[config.mk]
export PLATFORM = sky130hd
export DESIGN_NAME = servo_signal_interface_mux
export DESIGN_NICKNAME = d
export VERILOG_FILES = /design/src/core/sig_if_pkg.sv /design/src/core/servo_signal_interface_mux.sv /design/src/core/sig_sync3.sv
export VERILOG_INCLUDE_DIRS = /design/src /design/src/core
export SDC_FILE = /design/constraint.sdc
export NUM_CORES = 1
export LEC_CHECK = 0
export ABC_CLOCK_PERIOD_IN_PS = 2500
export BUFFER_PORTS_ARGS = -buffer_cell sky130_fd_sc_hd__buf_2
export CAP_MARGIN = 20
export CORE_MARGIN = 8
export CORE_UTILIZATION = 35
export CTS_CLUSTER_DIAMETER = 200
export DETAILED_ROUTE_END_ITERATION = 8
export PLACE_DENSITY_LB_ADDON = 0.2
export SLEW_MARGIN = 10
export SYNTH_ARGS = -nofsm -noshare
export SYNTH_HDL_FRONTEND = slang
export SYNTH_SLANG_ARGS = --single-unit
export TNS_END_PERCENT = 20
[constraint.sdc]
create_clock -name clk -period 2.5 [get_ports clk]
set_input_delay 0.5 -clock clk [delete_from_list [all_inputs] [get_ports clk]]
set_output_delay 0.5 -clock clk [all_outputs]
set_load 0.02 [all_outputs]
[src/core/sig_if_defines.svh]
`ifndef SIG_IF_DEFINES_SVH
`define SIG_IF_DEFINES_SVH

// Byte addresses of the registers
`define REG_CTRL 8'h00
`define REG_STAT 8'h04
`define REG_CFG 8'h08
`define REG_INPUTS 8'h0C
`define REG_OUTS 8'h10
`define REG_MOTION 8'h14

// Control register fields
`define CTRL_MODE_LSB 0
`define CTRL_OPSTATE_LSB 4
`define CTRL_ENERGISED_BIT 8
`define CTRL_TRIGGER_BIT 9
`define CTRL_POWER_UP_BIT 10

// Motion status register fields (written by motion core via software)
`define MOT_EXTRA_BIT 0
`define MOT_DONE_BIT 1
`define MOT_ERROR_BIT 2
`define MOT_STANDSTILL_BIT 3

// Reset values
`define CTRL_RESET 32'h0000_0000
`define IN_EN_RESET 4'hF
`define IN_POL_RESET 4'h0
`define GPO_RESET 5'h00

`define MODE_FIELDBUS 2'h0
`define MODE_FREE 2'h1
`define MODE_FIXED 2'h2
`define OPSTATE_READY_LO 4'h4
`define OPSTATE_READY_HI 4'h7
`endif

[src/core/sig_if_pkg.sv]
package sig_if_pkg;
   typedef struct packed {
      logic [6:0] addr;
      logic [2:0] rate;
      logic [1:0] profile;
      logic rate_bad;
      logic bus_active;
   } bus_cfg_t;

   typedef struct packed {
      logic jog_cw;
      logic jog_ccw;
      logic jog_speed_sel;
      logic auto_manual_sel;
      logic enable;
      logic teach;
      logic clear_err;
      logic [5:0] list_sel;
   } manual_req_t;
endpackage

[src/core/servo_signal_interface_mux.sv]
// Register access over AXI4-Lite and the register addresses were left to the implementer.
`include "sig_if_defines.svh"
module servo_signal_interface_mux
   import sig_if_pkg::*;
(
   // Clock and reset
   input wire logic clk,
   input wire logic reset_n,
   // AXI4-Lite slave
   input wire logic [7:0] s_axi_awaddr,
   input wire logic s_axi_awvalid,
   output logic s_axi_awready,
   input wire logic [31:0] s_axi_wdata,
   input wire logic [3:0] s_axi_wstrb,
   input wire logic s_axi_wvalid,
   output logic s_axi_wready,
   output logic [1:0] s_axi_bresp,
   output logic s_axi_bvalid,
   input wire logic s_axi_bready,
   input wire logic [7:0] s_axi_araddr,
   input wire logic s_axi_arvalid,
   output logic s_axi_arready,
   output logic [31:0] s_axi_rdata,
   output logic [1:0] s_axi_rresp,
   output logic s_axi_rvalid,
   input wire logic s_axi_rready,
   // Shared input pins, then ref, limit and stop pins, low index first
   input wire logic [5:0] addr_in,
   input wire logic addr6_teach_in,
   input wire logic [2:0] rate_in,
   input wire logic [1:0] profile_in,
   input wire logic pos_capture_a,
   input wire logic pos_capture_b,
   input wire logic ref_in,
   input wire logic limit_cw_in,
   input wire logic limit_ccw_in,
   input wire logic stop_in,
   // Output pins
   output logic auto_mode_ack,
   output logic job_extra_info,
   output logic job_done,
   output logic job_error,
   output logic drive_ready_out,
   output logic trigger_out,
   output logic motor_energised_out,
   // Decoded functions towards the motion core
   output bus_cfg_t bus_cfg,
   output manual_req_t manual_req,
   output logic [13:0] gen_inputs,
   output logic capture_a_evt,
   output logic capture_b_evt,
   output logic ref_active,
   output logic motion_halt
);
   typedef struct packed {
      logic aw_done;
      logic w_done;
      logic [7:0] awaddr;
      logic [31:0] wdata;
      logic [3:0] wstrb;
      logic bvalid;
      logic [1:0] bresp;
      logic rvalid;
      logic [31:0] rdata;
      logic [1:0] rresp;
      logic [31:0] ctrl;
      logic [3:0] in_en;
      logic [3:0] in_pol;
      logic [4:0] gpo;
      logic [3:0] motion;
      logic sampled;
      bus_cfg_t cfg;
      manual_req_t man;
      logic [13:0] gin;
      logic [1:0] cap_prev;
      logic cap_a;
      logic cap_b;
      logic ref_act;
      logic halt;
      logic [6:0] q;
   } state_t;

   state_t st_r;
   state_t st_nxt;
   logic [17:0] pins_s;
   logic [1:0] mode;
   logic [3:0] opstate;
   logic [3:0] active_lvl;
   logic fixed;

   // every pin passes the three-stage synchroniser
   sig_sync3 #(.W(18)) u_sync (
      .clk(clk),
      .reset_n(reset_n),
      .d({stop_in, limit_ccw_in, limit_cw_in, ref_in, pos_capture_b, pos_capture_a,
          profile_in, rate_in, addr6_teach_in, addr_in}),
      .q(pins_s)
   );

   // Rates without a defined meaning on every bus module count as reserved
   function automatic logic rate_reserved(input logic [2:0] code);
      return code > 3'h5;
   endfunction

   function automatic logic [31:0] merge(input logic [31:0] old, input logic [31:0] d,
                                         input logic [3:0] be);
      logic [31:0] r;
      r = old;
      for (int i = 0; i < 4; i++) begin
         if (be[i]) begin
            r[i*8 +: 8] = d[i*8 +: 8];
         end
      end
      return r;
   endfunction

   assign mode = st_r.ctrl[`CTRL_MODE_LSB +: 2];
   assign opstate = st_r.ctrl[`CTRL_OPSTATE_LSB +: 4];
   assign fixed = (mode == `MODE_FIXED);

   // polarity select 1 = active high; reset leaves all active low
   assign active_lvl = (pins_s[17:14] ^ ~st_r.in_pol) & st_r.in_en;

   always_comb begin
      logic [31:0] merged;
      st_nxt = st_r;
      merged = '0;
      // Write channel: address and data in either order
      if (s_axi_awvalid && !st_r.aw_done) begin
         st_nxt.aw_done = 1'b1;
         st_nxt.awaddr = s_axi_awaddr;
      end
      if (s_axi_wvalid && !st_r.w_done) begin
         st_nxt.w_done = 1'b1;
         st_nxt.wdata = s_axi_wdata;
         st_nxt.wstrb = s_axi_wstrb;
      end
      if (st_r.aw_done && st_r.w_done && !st_r.bvalid) begin
         st_nxt.aw_done = 1'b0;
         st_nxt.w_done = 1'b0;
         st_nxt.bvalid = 1'b1;
         st_nxt.bresp = 2'h0;
         case (st_r.awaddr)
            `REG_CTRL: begin
               st_nxt.ctrl = merge(st_r.ctrl, st_r.wdata, st_r.wstrb);
            end
            `REG_CFG: begin
               merged = merge({24'h0, st_r.in_pol, st_r.in_en}, st_r.wdata, st_r.wstrb);
               st_nxt.in_en = merged[3:0];
               st_nxt.in_pol = merged[7:4];
            end
            `REG_OUTS: begin
               merged = merge({27'h0, st_r.gpo}, st_r.wdata, st_r.wstrb);
               st_nxt.gpo = merged[4:0];
            end
            `REG_MOTION: begin
               merged = merge({28'h0, st_r.motion}, st_r.wdata, st_r.wstrb);
               st_nxt.motion = merged[3:0];
            end
            default: begin
               st_nxt.bresp = 2'h2;
            end
         endcase
      end
      if (st_r.bvalid && s_axi_bready) begin
         st_nxt.bvalid = 1'b0;
      end
      // Read channel
      if (s_axi_arvalid && !st_r.rvalid) begin
         st_nxt.rvalid = 1'b1;
         st_nxt.rresp = 2'h0;
         case (s_axi_araddr)
            `REG_CTRL: st_nxt.rdata = st_r.ctrl;
            `REG_STAT: st_nxt.rdata = {16'h0, 1'b0, st_r.halt, st_r.ref_act, st_r.sampled,
                                       st_r.cfg.bus_active, st_r.cfg.rate_bad,
                                       st_r.cfg.profile, 1'b0, st_r.cfg.addr};
            `REG_CFG: st_nxt.rdata = {24'h0, st_r.in_pol, st_r.in_en};
            `REG_INPUTS: st_nxt.rdata = {18'h0, st_r.gin};
            `REG_OUTS: st_nxt.rdata = {27'h0, st_r.gpo};
            `REG_MOTION: st_nxt.rdata = {28'h0, st_r.motion};
            default: begin
               st_nxt.rdata = 32'h0000_0000;
               st_nxt.rresp = 2'h2;
            end
         endcase
      end else if (st_r.rvalid && s_axi_rready) begin
         st_nxt.rvalid = 1'b0;
      end

      // one capture in fieldbus mode when the I/O supply is reported up
      if (mode == `MODE_FIELDBUS && st_r.ctrl[`CTRL_POWER_UP_BIT] && !st_r.sampled) begin
         st_nxt.sampled = 1'b1;
         st_nxt.cfg.addr = pins_s[6:0];
         st_nxt.cfg.rate = pins_s[9:7];
         st_nxt.cfg.profile = pins_s[11:10];
         st_nxt.cfg.rate_bad = rate_reserved(pins_s[9:7]);
         st_nxt.cfg.bus_active = !rate_reserved(pins_s[9:7]);
      end
      // Supply drop re-arms the capture for the next power-up
      if (!st_r.ctrl[`CTRL_POWER_UP_BIT]) begin
         st_nxt.sampled = 1'b0;
      end

      // general inputs only in free mode
      if (mode == `MODE_FREE) begin
         // General 8-13 are address 0-5, general 7 is address 6
         st_nxt.gin = {pins_s[5:0], pins_s[6], pins_s[13:7]};
      end else begin
         st_nxt.gin = '0;
      end

      if (fixed) begin
         st_nxt.man.list_sel = pins_s[5:0];
         st_nxt.man.teach = pins_s[6];
         st_nxt.man.jog_cw = pins_s[7];
         st_nxt.man.jog_ccw = pins_s[8];
         st_nxt.man.jog_speed_sel = pins_s[9];
         st_nxt.man.enable = pins_s[10];
         st_nxt.man.auto_manual_sel = pins_s[11];
         st_nxt.man.clear_err = pins_s[12];
      end else begin
         st_nxt.man = '0;
      end

      // capture edges; first pin lost to error clear in fixed mode
      st_nxt.cap_prev = pins_s[13:12];
      st_nxt.cap_a = !fixed && pins_s[12] && !st_r.cap_prev[0];
      st_nxt.cap_b = pins_s[13] && !st_r.cap_prev[1];

      // disabled limits never halt
      // Synchroniser clears low, so active-low lines read active for a few cycles
      // after reset; a short halt then errs on the safe side
      st_nxt.ref_act = active_lvl[0];
      st_nxt.halt = |active_lvl[3:1];

      if (fixed) begin
         st_nxt.q[0] = st_r.man.auto_manual_sel;
         st_nxt.q[1] = st_r.motion[`MOT_EXTRA_BIT];
         st_nxt.q[2] = st_r.motion[`MOT_DONE_BIT] && st_r.motion[`MOT_STANDSTILL_BIT];
         st_nxt.q[3] = st_r.motion[`MOT_ERROR_BIT];
      end else begin
         st_nxt.q[3:0] = st_r.gpo[3:0];
      end
      if (fixed) begin
         st_nxt.q[4] = opstate >= `OPSTATE_READY_LO && opstate <= `OPSTATE_READY_HI;
      end else begin
         st_nxt.q[4] = st_r.gpo[4];
      end
      st_nxt.q[5] = st_r.ctrl[`CTRL_TRIGGER_BIT];
      st_nxt.q[6] = st_r.ctrl[`CTRL_ENERGISED_BIT];
   end

   always_ff @(posedge clk) begin
      if (!reset_n) begin
         st_r <= '0;
         st_r.ctrl <= `CTRL_RESET;
         st_r.in_en <= `IN_EN_RESET;
         st_r.in_pol <= `IN_POL_RESET;
         st_r.gpo <= `GPO_RESET;
      end else begin
         st_r <= st_nxt;
      end
   end

   assign s_axi_awready = !st_r.aw_done;
   assign s_axi_wready = !st_r.w_done;
   assign s_axi_bvalid = st_r.bvalid;
   assign s_axi_bresp = st_r.bresp;
   assign s_axi_arready = !st_r.rvalid;
   assign s_axi_rvalid = st_r.rvalid;
   assign s_axi_rdata = st_r.rdata;
   assign s_axi_rresp = st_r.rresp;
   assign {motor_energised_out, trigger_out, drive_ready_out, job_error, job_done,
           job_extra_info, auto_mode_ack} = st_r.q;
   assign bus_cfg = st_r.cfg;
   assign manual_req = st_r.man;
   assign gen_inputs = st_r.gin;
   assign capture_a_evt = st_r.cap_a;
   assign capture_b_evt = st_r.cap_b;
   assign ref_active = st_r.ref_act;
   assign motion_halt = st_r.halt;

   a_ready_range: assert property (@(posedge clk) disable iff (!reset_n)
      fixed |=> drive_ready_out == ($past(opstate) >= 4'h4 && $past(opstate) <= 4'h7))
      else $error("ready output outside states 4 to 7");
   a_halt_limit: assert property (@(posedge clk) disable iff (!reset_n)
      active_lvl[1] |=> motion_halt)
      else $error("limit did not halt movement");
   a_limit_disabled: assert property (@(posedge clk) disable iff (!reset_n)
      !(|st_r.in_en[3:1]) |=> !motion_halt)
      else $error("disabled limits halted movement");
   a_rate_bad: assert property (@(posedge clk) disable iff (!reset_n)
      st_r.cfg.rate_bad |-> !st_r.cfg.bus_active)
      else $error("bus active with reserved rate");
   a_gin_mode: assert property (@(posedge clk) disable iff (!reset_n)
      mode != `MODE_FREE |=> gen_inputs == 14'h0000)
      else $error("general inputs outside free mode");
   a_done_fixed: assert property (@(posedge clk) disable iff (!reset_n)
      fixed && $stable(st_r.motion) && !st_r.motion[`MOT_STANDSTILL_BIT] |=> !job_done)
      else $error("job done while moving");
   a_ack_follows: assert property (@(posedge clk) disable iff (!reset_n)
      fixed && $rose(pins_s[11]) |-> ##2 (auto_mode_ack || !fixed))
      else $error("acknowledge missed select");
   a_cap_fixed: assert property (@(posedge clk) disable iff (!reset_n)
      fixed |=> !capture_a_evt)
      else $error("capture a used in fixed mode");
   a_trigger_list: assert property (@(posedge clk) disable iff (!reset_n)
      trigger_out == $past(st_r.ctrl[`CTRL_TRIGGER_BIT]))
      else $error("trigger output does not follow control bit");
   a_energised_brake: assert property (@(posedge clk) disable iff (!reset_n)
      motor_energised_out == $past(st_r.ctrl[`CTRL_ENERGISED_BIT]))
      else $error("energised output does not follow control bit");
   a_error_fixed: assert property (@(posedge clk) disable iff (!reset_n)
      fixed |=> job_error == $past(st_r.motion[`MOT_ERROR_BIT]))
      else $error("job error output wrong in fixed mode");
   a_extra_fixed: assert property (@(posedge clk) disable iff (!reset_n)
      fixed |=> job_extra_info == $past(st_r.motion[`MOT_EXTRA_BIT]))
      else $error("job extra info output wrong in fixed mode");
   a_ack_free: assert property (@(posedge clk) disable iff (!reset_n)
      !fixed |=> auto_mode_ack == $past(st_r.gpo[0]))
      else $error("general output 0 wrong outside fixed mode");
   a_list_sel: assert property (@(posedge clk) disable iff (!reset_n)
      fixed |=> manual_req.list_sel == $past(pins_s[5:0]))
      else $error("list select does not follow its pins");
   a_jog_fixed: assert property (@(posedge clk) disable iff (!reset_n)
      fixed |=> manual_req.jog_cw == $past(pins_s[7]) && manual_req.jog_ccw == $past(pins_s[8]))
      else $error("jog requests do not follow their pins");
   a_teach_fixed: assert property (@(posedge clk) disable iff (!reset_n)
      fixed |=> manual_req.teach == $past(pins_s[6]))
      else $error("teach request does not follow its pin");
   a_cfg_held: assert property (@(posedge clk) disable iff (!reset_n)
      st_r.sampled && $past(st_r.sampled) |-> $stable(bus_cfg))
      else $error("bus setting changed after capture");
   a_halt_stop: assert property (@(posedge clk) disable iff (!reset_n)
      active_lvl[2] || active_lvl[3] |=> motion_halt)
      else $error("limit or stop did not halt movement");
endmodule // servo_signal_interface_mux

[src/core/sig_sync3.sv]
module sig_sync3 #(
   parameter int W = 1
) (
   input wire logic clk,
   input wire logic reset_n,
   input wire logic [W-1:0] d,
   output logic [W-1:0] q
);
   logic [W-1:0] s1_r;
   logic [W-1:0] s2_r;
   logic [W-1:0] s3_r;
   logic [W-1:0] q_r;

   // A bit changes once the second and third stages agree
   always_ff @(posedge clk) begin
      if (!reset_n) begin
         s1_r <= '0;
         s2_r <= '0;
         s3_r <= '0;
         q_r <= '0;
      end else begin
         s1_r <= d;
         s2_r <= s1_r;
         s3_r <= s2_r;
         for (int i = 0; i < W; i++) begin
            if (s2_r[i] == s3_r[i]) begin
               q_r[i] <= s3_r[i];
            end
         end
      end
   end
   assign q = q_r;
endmodule // sig_sync3

== After elaboration in Yosys (flattened, before gate mapping) ==
Index checks and enable logic that the tools add are counted.
Storage, ports and cells
  register bits after elaboration: 260
  bits of input ports: 77
  output and inout port bits: 93
  word-level logic and storage cells: 144
Cells by class
  magnitude comparators: 3
  equal/unequal tests: 28
  mux-type cells: 7
  bitwise operators: 4
  reduce and logical (&&, ||, !) cells: 42
Operators by type and width (count)
  $pmux 32 s6: 1
  $eq 8x5->1 const B: 4
  $eq 8x4->1 const B: 3
  $reduce_and 3->1: 7
  $eq 1x1->1: 18
  $logic_not 8->1: 2
  $logic_and 1x1->1: 14
  $logic_not 1->1: 9
  $eq 8x3->1 const B: 1
  $reduce_and 2->1: 3
  $reduce_or 6->1: 1
  $and 4x4->4: 1
  $ge 4x3->1 const B: 1
  $le 4x3->1 const B: 1
  $mux 2: 2
  $mux 4: 1
  $not 4->4: 1
  $reduce_or 2->1: 2
  $reduce_or 4->1: 1
  $xor 4x4->4: 1
  $gt 3x3->1 const B: 1
  $mux 1: 3
  $reduce_or 3->1: 1
  $eq 2x1->1 const B: 1
  4 further kinds: 4

== Longest topological paths before layout ==
Gate-level depths: netlist (run 1).
  depth after elaboration: 4
  depth in mapped cells: 7
  mapped depth without buffers: 4

== Hierarchy ==
From an unflattened synthesis (run 1), not the netlist that was laid out.
Unflattened totals
  cells, all modules: 1057
  area total of the unflattened synthesis: 9947.0 um^2
Modules (own cells, without submodules)
  servo_signal_interface_mux: times used 1, cells an instance 870, area each 7823.8 um^2, sequential area each 3723.6 um^2
  sig_sync3: times used 1, cells an instance 187, area each 2123.3 um^2, sequential area each 1441.4 um^2

== Worst setup path after synthesis (run 1) ==
OpenSTA, ideal clock, no wires.
  kind: reg2reg
  start: register st_r[178] (netlist bit)
  end: register st_r, in the netlist mode[0]
  setup time: 0.119 ns
  arrival time: 1.940 ns
  required time: 2.381 ns
  slack: 0.441 ns
  stages on the path, launching flop included: 7
  path buffers: 2
  period minus slack after synthesis: 2.059 ns
  cells stage by stage: dfxtp_1 -> or4_4 -> or3_1 -> buf_6 -> or3_4 -> buf_6 -> mux2i_1
Between the ends
  cells in the longest elaborated chain, start to end: 2
Ends and longest elaborated chain
  start: declaration: line servo_signal_interface_mux.sv:83  | state_t st_r;
  start signal: assignment: line servo_signal_interface_mux.sv:261  | st_r <= st_nxt;
  $logic_not 8->1: line servo_signal_interface_mux.sv:143  | case (st_r.awaddr)
  $reduce_and 3->1 (no line)
No other way between the ends.
A chain may end at the register's enable or synchronous reset.

== Worst setup path after layout (run 1) ==
  start: register st_r[178] (netlist bit)
  end: register st_r[62] (netlist bit)
Between the ends
  cells in the longest elaborated chain, start to end: 2
Ends and longest elaborated chain (line)
  $eq 8x5->1: servo_signal_interface_mux.sv:143
  $reduce_and 3->1 (no line)
No other way between the ends.

==> results of run 1 <==
==> state kept, by name, indices dropped and copies added (netlist names), 13 cells and up <==
register / cells
gen_inputs: 14
u_sync.s1_r: 18
u_sync.s3_r: 18
manual_req: 13
s_axi_rdata: 32
u_sync.s2_r: 18
st_r: 90
u_sync.q: 18
bus_cfg: 14
==> kinds of logic (layout without fill, tap and decap cells) <==
group / after synthesis / in the layout / synth area share, %
AO/OA/AOI/OAI: 153 / 153 / 9.23
buffers and inverters: 148 / 250 / 9.10
XOR/XNOR: 4 / 4 / 0.366
flip-flops: 258 / 258 / 53.9
AND/OR/NAND/NOR: 387 / 387 / 19.1
multiplexers: 71 / 71 / 8.23
other: 1 / 2 / 0.0391
==> area by class of cell <==
type,instances,area [um2],area share (%)
timing repair buffer,190,1020,9.24
multi-input combinational,617,3570,32.3
sequential,258,5160,46.6
tap,341,427,3.85
inverter,12,46.3,0.418
clock buffer,40,754,6.81
clock inverter,8,90.1,0.813
==> power groups by stage <==
stage / combinational (mW) / sequential (mW) / clock [mW]
floorplan: 0.252 / 4.33 / 0
global route: 0.455 / 4.25 / 4.12
finish: 0.407 / 4.24 / 3.82
CTS: 0.417 / 4.24 / 3.94
global placement: 0.414 / 4.33 / 0
detailed placement: 0.416 / 4.34 / 0
==> placed cells by master (no fill, tap or decap), drive strengths merged <==
| cell type | instances |
|---|---|
| mux2 | 2 |
| inv | 11 |
| nand2 | 211 |
| nor2 | 42 |
| bufinv | 2 |
| nand4b | 2 |
| conb | 2 |
| or3 | 2 |
| mux4 | 6 |
| nor2b | 7 |
| nand3b | 5 |
| o2bb2ai | 2 |
| clkbuf | 40 |
| and3 | 13 |
| or4 | 2 |
| and4 | 1 |
| or2 | 1 |
| a22o | 9 |
| nor4b | 4 |
| a211o | 1 |
| a31oi | 1 |
| mux2i | 63 |
| nor3 | 7 |
| and2 | 67 |
| nand3 | 8 |
| o21ai | 34 |
| xnor2 | 4 |
| a21oi | 81 |
| o311ai | 4 |
| a222oi | 1 |
| nand2b | 8 |
| a22oi | 18 |
| a31o | 2 |
| dfxtp | 258 |
| clkinv | 7 |
| and4b | 1 |
| nor3b | 6 |
| buf | 190 |
==> metrics by stage <==
step / cells / hold slack (ps)
floorplan: 1023 / 368
global placement: 1418 / 374
detailed placement: 1418 / 382
CTS: 1466 / 171
global route: 1466 / 170
finish: 1466 / 192
==> layer usage <==
| layer | GRT usage [%] | wire length, um |
|---|---|---|
| met2 | 23.8 | 11100 |
| met3 | 3.15 | 1510 |
| met1 | 18.6 | 11200 |
| met4 | 3.21 | 365 |
| met5 | 0 | 12 |
==> final timing paths <==
path | from | to | slack [ps] | cells past startpoint
max | st_r[178]$_SDFFE_PN0P_ | st_r[62]$_SDFFE_PN0P_ | 220 | 4
min | addr_in[1] | u_sync.s1_r[1]$_SDFF_PN0_ | 190 | 2
max reg2reg | st_r[178]$_SDFFE_PN0P_ | st_r[62]$_SDFFE_PN0P_ | 220 | 4
min reg2reg | st_r[12]$_SDFF_PN0_ | capture_b_evt$_SDFF_PN0_ | 390 | 1
==> qor.txt, run 1 <==
================================================================================
Final setup TNS ...................................................         0 ps
Power dissipated by switching net loads ...........................      1.84 mW
Gate family responsible for the most delay along the worst path ... simple AND/OR/NAND/NOR gates
Worst path arrival time ...........................................      2720 ps
Share of power burned in combinational logic ......................         4.8%
Cts bufs inserted .................................................           27
Setup skew after layout ...........................................      9.82 ps
Number of cells produced by synthesis .............................         1022
Fraction of registers with async set/reset ........................           0%
Number of max-slew violations in the final report .................            0
Die outline area ..................................................    32900 um2
Area of the core ..................................................    27000 um2
Number of port buffers ............................................          167
Total power .......................................................      8.47 mW
Type of element launching the critical path .......................    flip-flop
Req. time, crit path ..............................................      2940 ps
Clock latency on the worst-skew pair ..............................       520 ps
Vias after detailed routing .......................................         6858
Total of fill cells in the finished design ........................         2709
CTS Sinks .........................................................          258
H-tree depth ......................................................            1
Initial cell density of the core ..................................        35.5%
Pin count of the biggest net entering global routing ..............           99
Type of the most critical hold path ...............................       in2reg
Clk pin slew, worst setup/hold paths ..............................        60 ps
Seq cells post-synth ..............................................          258
Final critical-path share of the clock period .....................        91.1%
Reg power frac ....................................................        50.1%
Placement-stage cell area .........................................    10200 um2
Dpl ws ............................................................       227 ps
Area of the mapped netlist ........................................     9580 um2
Antenna Diode Count ...............................................            0
Relative slew slack ...............................................        53.6%
Max Freq ..........................................................    0.439 GHz
Row count .........................................................           60
TritonCTS clock tree ..............................................        built
Power per cell area ...............................................   765 nW/um2
Outcome ........................................................... complete, no violations
Number of global-route vias before repair .........................         6877
Main area contributors after synthesis ............................ sky130_fd_sc_hd__dfxtp_1 (54%), sky130_fd_sc_hd__nand2_1 (8.3%), sky130_fd_sc_hd__mux2i_1 (6.6%)
Lkg Pwr ...........................................................      4.57 nW
Gates resized, CTS repair .........................................            0
Critical path start-end classification ............................      reg2reg
Post-synth cell types .............................................           43
Leading cell type by number of instances after synthesis .......... sky130_fd_sc_hd__dfxtp_1
Number of buffers added for setup after CTS .......................            0
Top post-synthesis cells by count ................................. sky130_fd_sc_hd__dfxtp_1 (258), sky130_fd_sc_hd__nand2_1 (211), sky130_fd_sc_hd__a21oi_1 (81)
Peak ir drop on the vdd network ...................................     0.425 mV
Internal Power ....................................................      6.64 mW
Number of hold-repair buffers added at the cts stage ..............            0
Final period demand of the worst path .............................      2280 ps
Die H .............................................................       181 um
Cell accounting for the most synthesized area ..................... sky130_fd_sc_hd__dfxtp_1
Vias/cell .........................................................         4.68
Synth Area per Inst ...............................................     9.37 um2
Cell breakdown of the critical path ............................... or4_4 -> or3_1 -> nor3_2 -> mux2i_1
Total routing usage reported by global routing ....................        14.3%
Net count, final ..................................................         1183
Crit. End Element .................................................    flip-flop
Max-cap viol count ................................................            0
Area share of the largest cell type after synthesis ...............        53.9%
Hold Vio Cnt, Final ...............................................            0
Buffer cell driving the clock tree root ........................... sky130_fd_sc_hd__clkbuf_16
DRC violations left ...............................................            0
Average wire per cell in the routed design ........................      16.5 um
Routed wire length ................................................      24.2 mm
Antenna Nets Post-Route ...........................................            0
Longest individual stage delay on the worst path ..................       580 ps
RSZ-0062 raised after global routing ..............................        false
Number of enable-type register cells in the synthesized netlist ...            0
Tightest Pin Transition ...........................................       696 ps
Clock buffer depth ................................................            3
Die outline width .................................................       181 um
Most common flop cell mapped by yosys ............................. sky130_fd_sc_hd__dfxtp_1
Switching share of power ..........................................        21.7%
I/O pin cnt .......................................................          170
Final number of setup-violating endpoints .........................            0
Worst-path maximum fanout .........................................            7
Fraction of layout cells with a size suffix above 1 ...............        22.2%
Final cell area excluding filler cells ............................    11100 um2
Number of DRC markers after the initial detailed-route iteration ..          346
Final weighted congestion in routability-driven placement .........        0.778
Final worst-path setup slack ......................................       222 ps
Overflow left after global routing ................................            0
Sequential share of the synthesized area ..........................        53.9%
Wire length of the first global-routing pass ......................      38.2 mm
Detailed-placement wirelength estimate ............................      17.5 mm
Finished Core Util ................................................        41.1%
Total iterations of the first detailed-routing run ................            4
Clk network pwr share .............................................        45.1%
Sum of buffers and inverters on the critical path .................            0
Synthesis-to-layout area growth ...................................        15.7%
Number of antenna violations at the first check in global routing .            1
Slowest cell on crit path ......................................... sky130_fd_sc_hd__or3_1
Number of warnings printed during yosys synthesis .................            0
================================================================================
Power figures use the tool's default switching activity.
==> run 2, diff against run 1 <==
CELL_PAD_IN_SITES_DETAIL_PLACEMENT = 0   (was not set)
CELL_PAD_IN_SITES_GLOBAL_PLACEMENT = 1   (was not set)
==> qor.txt, run 2 (synthesized netlist as in run 1, its figures left out) <==
================================================================================
Outcome ........................................................... complete, no violations
Finished Core Util ................................................        41.4%
Area of the core ..................................................    27000 um2
Max reg flops .....................................................           90
Longest individual stage delay on the worst path ..................       550 ps
Worst-path maximum fanout .........................................            8
Tightest Pin Transition ...........................................       611 ps
Crit. End Element .................................................    flip-flop
Type of element launching the critical path .......................    flip-flop
Number of global-route vias before repair .........................         6979
Multi-input gate area .............................................     3580 um2
Die outline area ..................................................    32900 um2
Clk pin slew, worst setup/hold paths ..............................        60 ps
RSZ-0062 raised after global routing ..............................        false
Die H .............................................................       181 um
Routed wire length ................................................      24.9 mm
Initial cell density of the core ..................................        35.5%
Pin count of the biggest net entering global routing ..............           65
Antenna Nets Post-Route ...........................................            0
Final period demand of the worst path .............................      2240 ps
Total of fill cells in the finished design ........................         2721
Flop2flop setup slack .............................................       260 ps
Relative slew slack ...............................................        59.2%
Worst path arrival time ...........................................      2700 ps
Row count .........................................................           60
Lkg Pwr ...........................................................      4.60 nW
Vias/cell .........................................................         4.72
Average wire per cell in the routed design ........................      17.0 um
Power per cell area ...............................................   785 nW/um2
I/O pin cnt .......................................................          170
Wire length of the first global-routing pass ......................      39.3 mm
Cts bufs inserted .................................................           28
Peak ir drop on the vdd network ...................................     0.399 mV
Final weighted congestion in routability-driven placement .........        0.781
Req. time, crit path ..............................................      2960 ps
Hold Vio Cnt, Final ...............................................            0
Total routing usage reported by global routing ....................        14.7%
Final number of setup-violating endpoints .........................            0
H-tree depth ......................................................            1
Number of hold-repair buffers added at the cts stage ..............            0
TritonCTS clock tree ..............................................        built
Overflow left after global routing ................................            0
Max Freq ..........................................................    0.446 GHz
Number of buffers added for setup after CTS .......................            0
CTS Sinks .........................................................          258
Number of max-slew violations in the final report .................            0
Type of the most critical hold path ...............................       in2reg
Clock latency on the worst-skew pair ..............................       540 ps
Leading cell type in the layout, fill and taps excluded ........... sky130_fd_sc_hd__dfxtp_1
DRC violations left ...............................................            0
Clock buffer depth ................................................            3
Buffer cell driving the clock tree root ........................... sky130_fd_sc_hd__clkbuf_16
Number of port buffers ............................................          167
Total power .......................................................      8.77 mW
Net count, final ..................................................         1183
Cell breakdown of the critical path ............................... or4_4 -> or3_1 -> nor4b_2 -> buf_4 -> mux2i_1
Fraction of layout cells with a size suffix above 1 ...............        22.4%
Synthesis-to-layout area growth ...................................        16.6%
Number of DRC markers after the initial detailed-route iteration ..          350
Total area of sequential cells ....................................     5160 um2
Reg with most FFs .................................................         st_r
Final cell area excluding filler cells ............................    11200 um2
Die outline width .................................................       181 um
Leading cell types in the layout, fill and taps excluded .......... sky130_fd_sc_hd__dfxtp_1 (258), sky130_fd_sc_hd__nand2_1 (211), sky130_fd_sc_hd__buf_2 (166), sky130_fd_sc_hd__a21oi_1 (81), sky130_fd_sc_hd__and2_1 (67)
Critical path start-end classification ............................      reg2reg
Total iterations of the first detailed-routing run ................            4
Final setup TNS ...................................................         0 ps
Placement-stage cell area .........................................    10200 um2
Detailed-placement wirelength estimate ............................      17.8 mm
Vias after detailed routing .......................................         6921
Setup skew after layout ...........................................      21.6 ps
Number of antenna violations at the first check in global routing .            1
Slowest cell on crit path ......................................... sky130_fd_sc_hd__or4_4
Gates resized, CTS repair .........................................            0
Final critical-path share of the clock period .....................        89.7%
Max-cap viol count ................................................            0
================================================================================
-- run 2: power breakdown --
group	total (mW)	switching [mW]	internal [mW]
logic	0.408	0.252	0.156
clock network	4.11	1.61	2.50
registers	4.25	0.0476	4.20
-- run 2: worst max-delay path, delay by kind of cell (launching register included) --
family / cells / cell delay (ps)
and+or+nand+nor: 3 / 1430
DFF: 1 / 310
buffers and inverters: 1 / 240
muxes: 1 / 190
-- run 2: worst paths after layout --
path | start | endpoint | cells past startpoint
min | pos_capture_b | u_sync.s1_r[13]$_SDFF_PN0_ | 2
max reg2reg | st_r[178]$_SDFFE_PN0P_ | st_r[82]$_SDFFE_PN0P_ | 5
max | st_r[178]$_SDFFE_PN0P_ | st_r[82]$_SDFFE_PN0P_ | 5
min reg2reg | st_r[12]$_SDFF_PN0_ | capture_b_evt$_SDFF_PN0_ | 1
-- run 2: per-stage QoR --
step | worst slack (ps) | hold WS (ps) | instances
final | 258 | 158 | 1465
after global routing | 84.6 | 136 | 1464
after CTS | 226 | 139 | 1464
after detailed placement | 242 | 378 | 1417
after global placement | 304 | 372 | 1417
after floorplan | 441 | 368 | 1023
-- run 2: final cells by class --
type	instances	share of cell area [%]
multi-input cells	617	32.0
repair buffers	189	9.21
flip-flops and latches	258	46.2
clock buffers	39	7.09
well taps	341	3.82
inverters	12	0.426
clock inverters	8	1.15
diodes	1	0.0224
-- run 2: routing by layer --
layer  track usage, %  vias up  share of wire [%]
li1                 -     3478                  -
met2             23.6      161                 45
met1             19.7     3252                 48
met5                0        -                  0
met3             3.29       30                5.4
met4             3.48        0                1.4
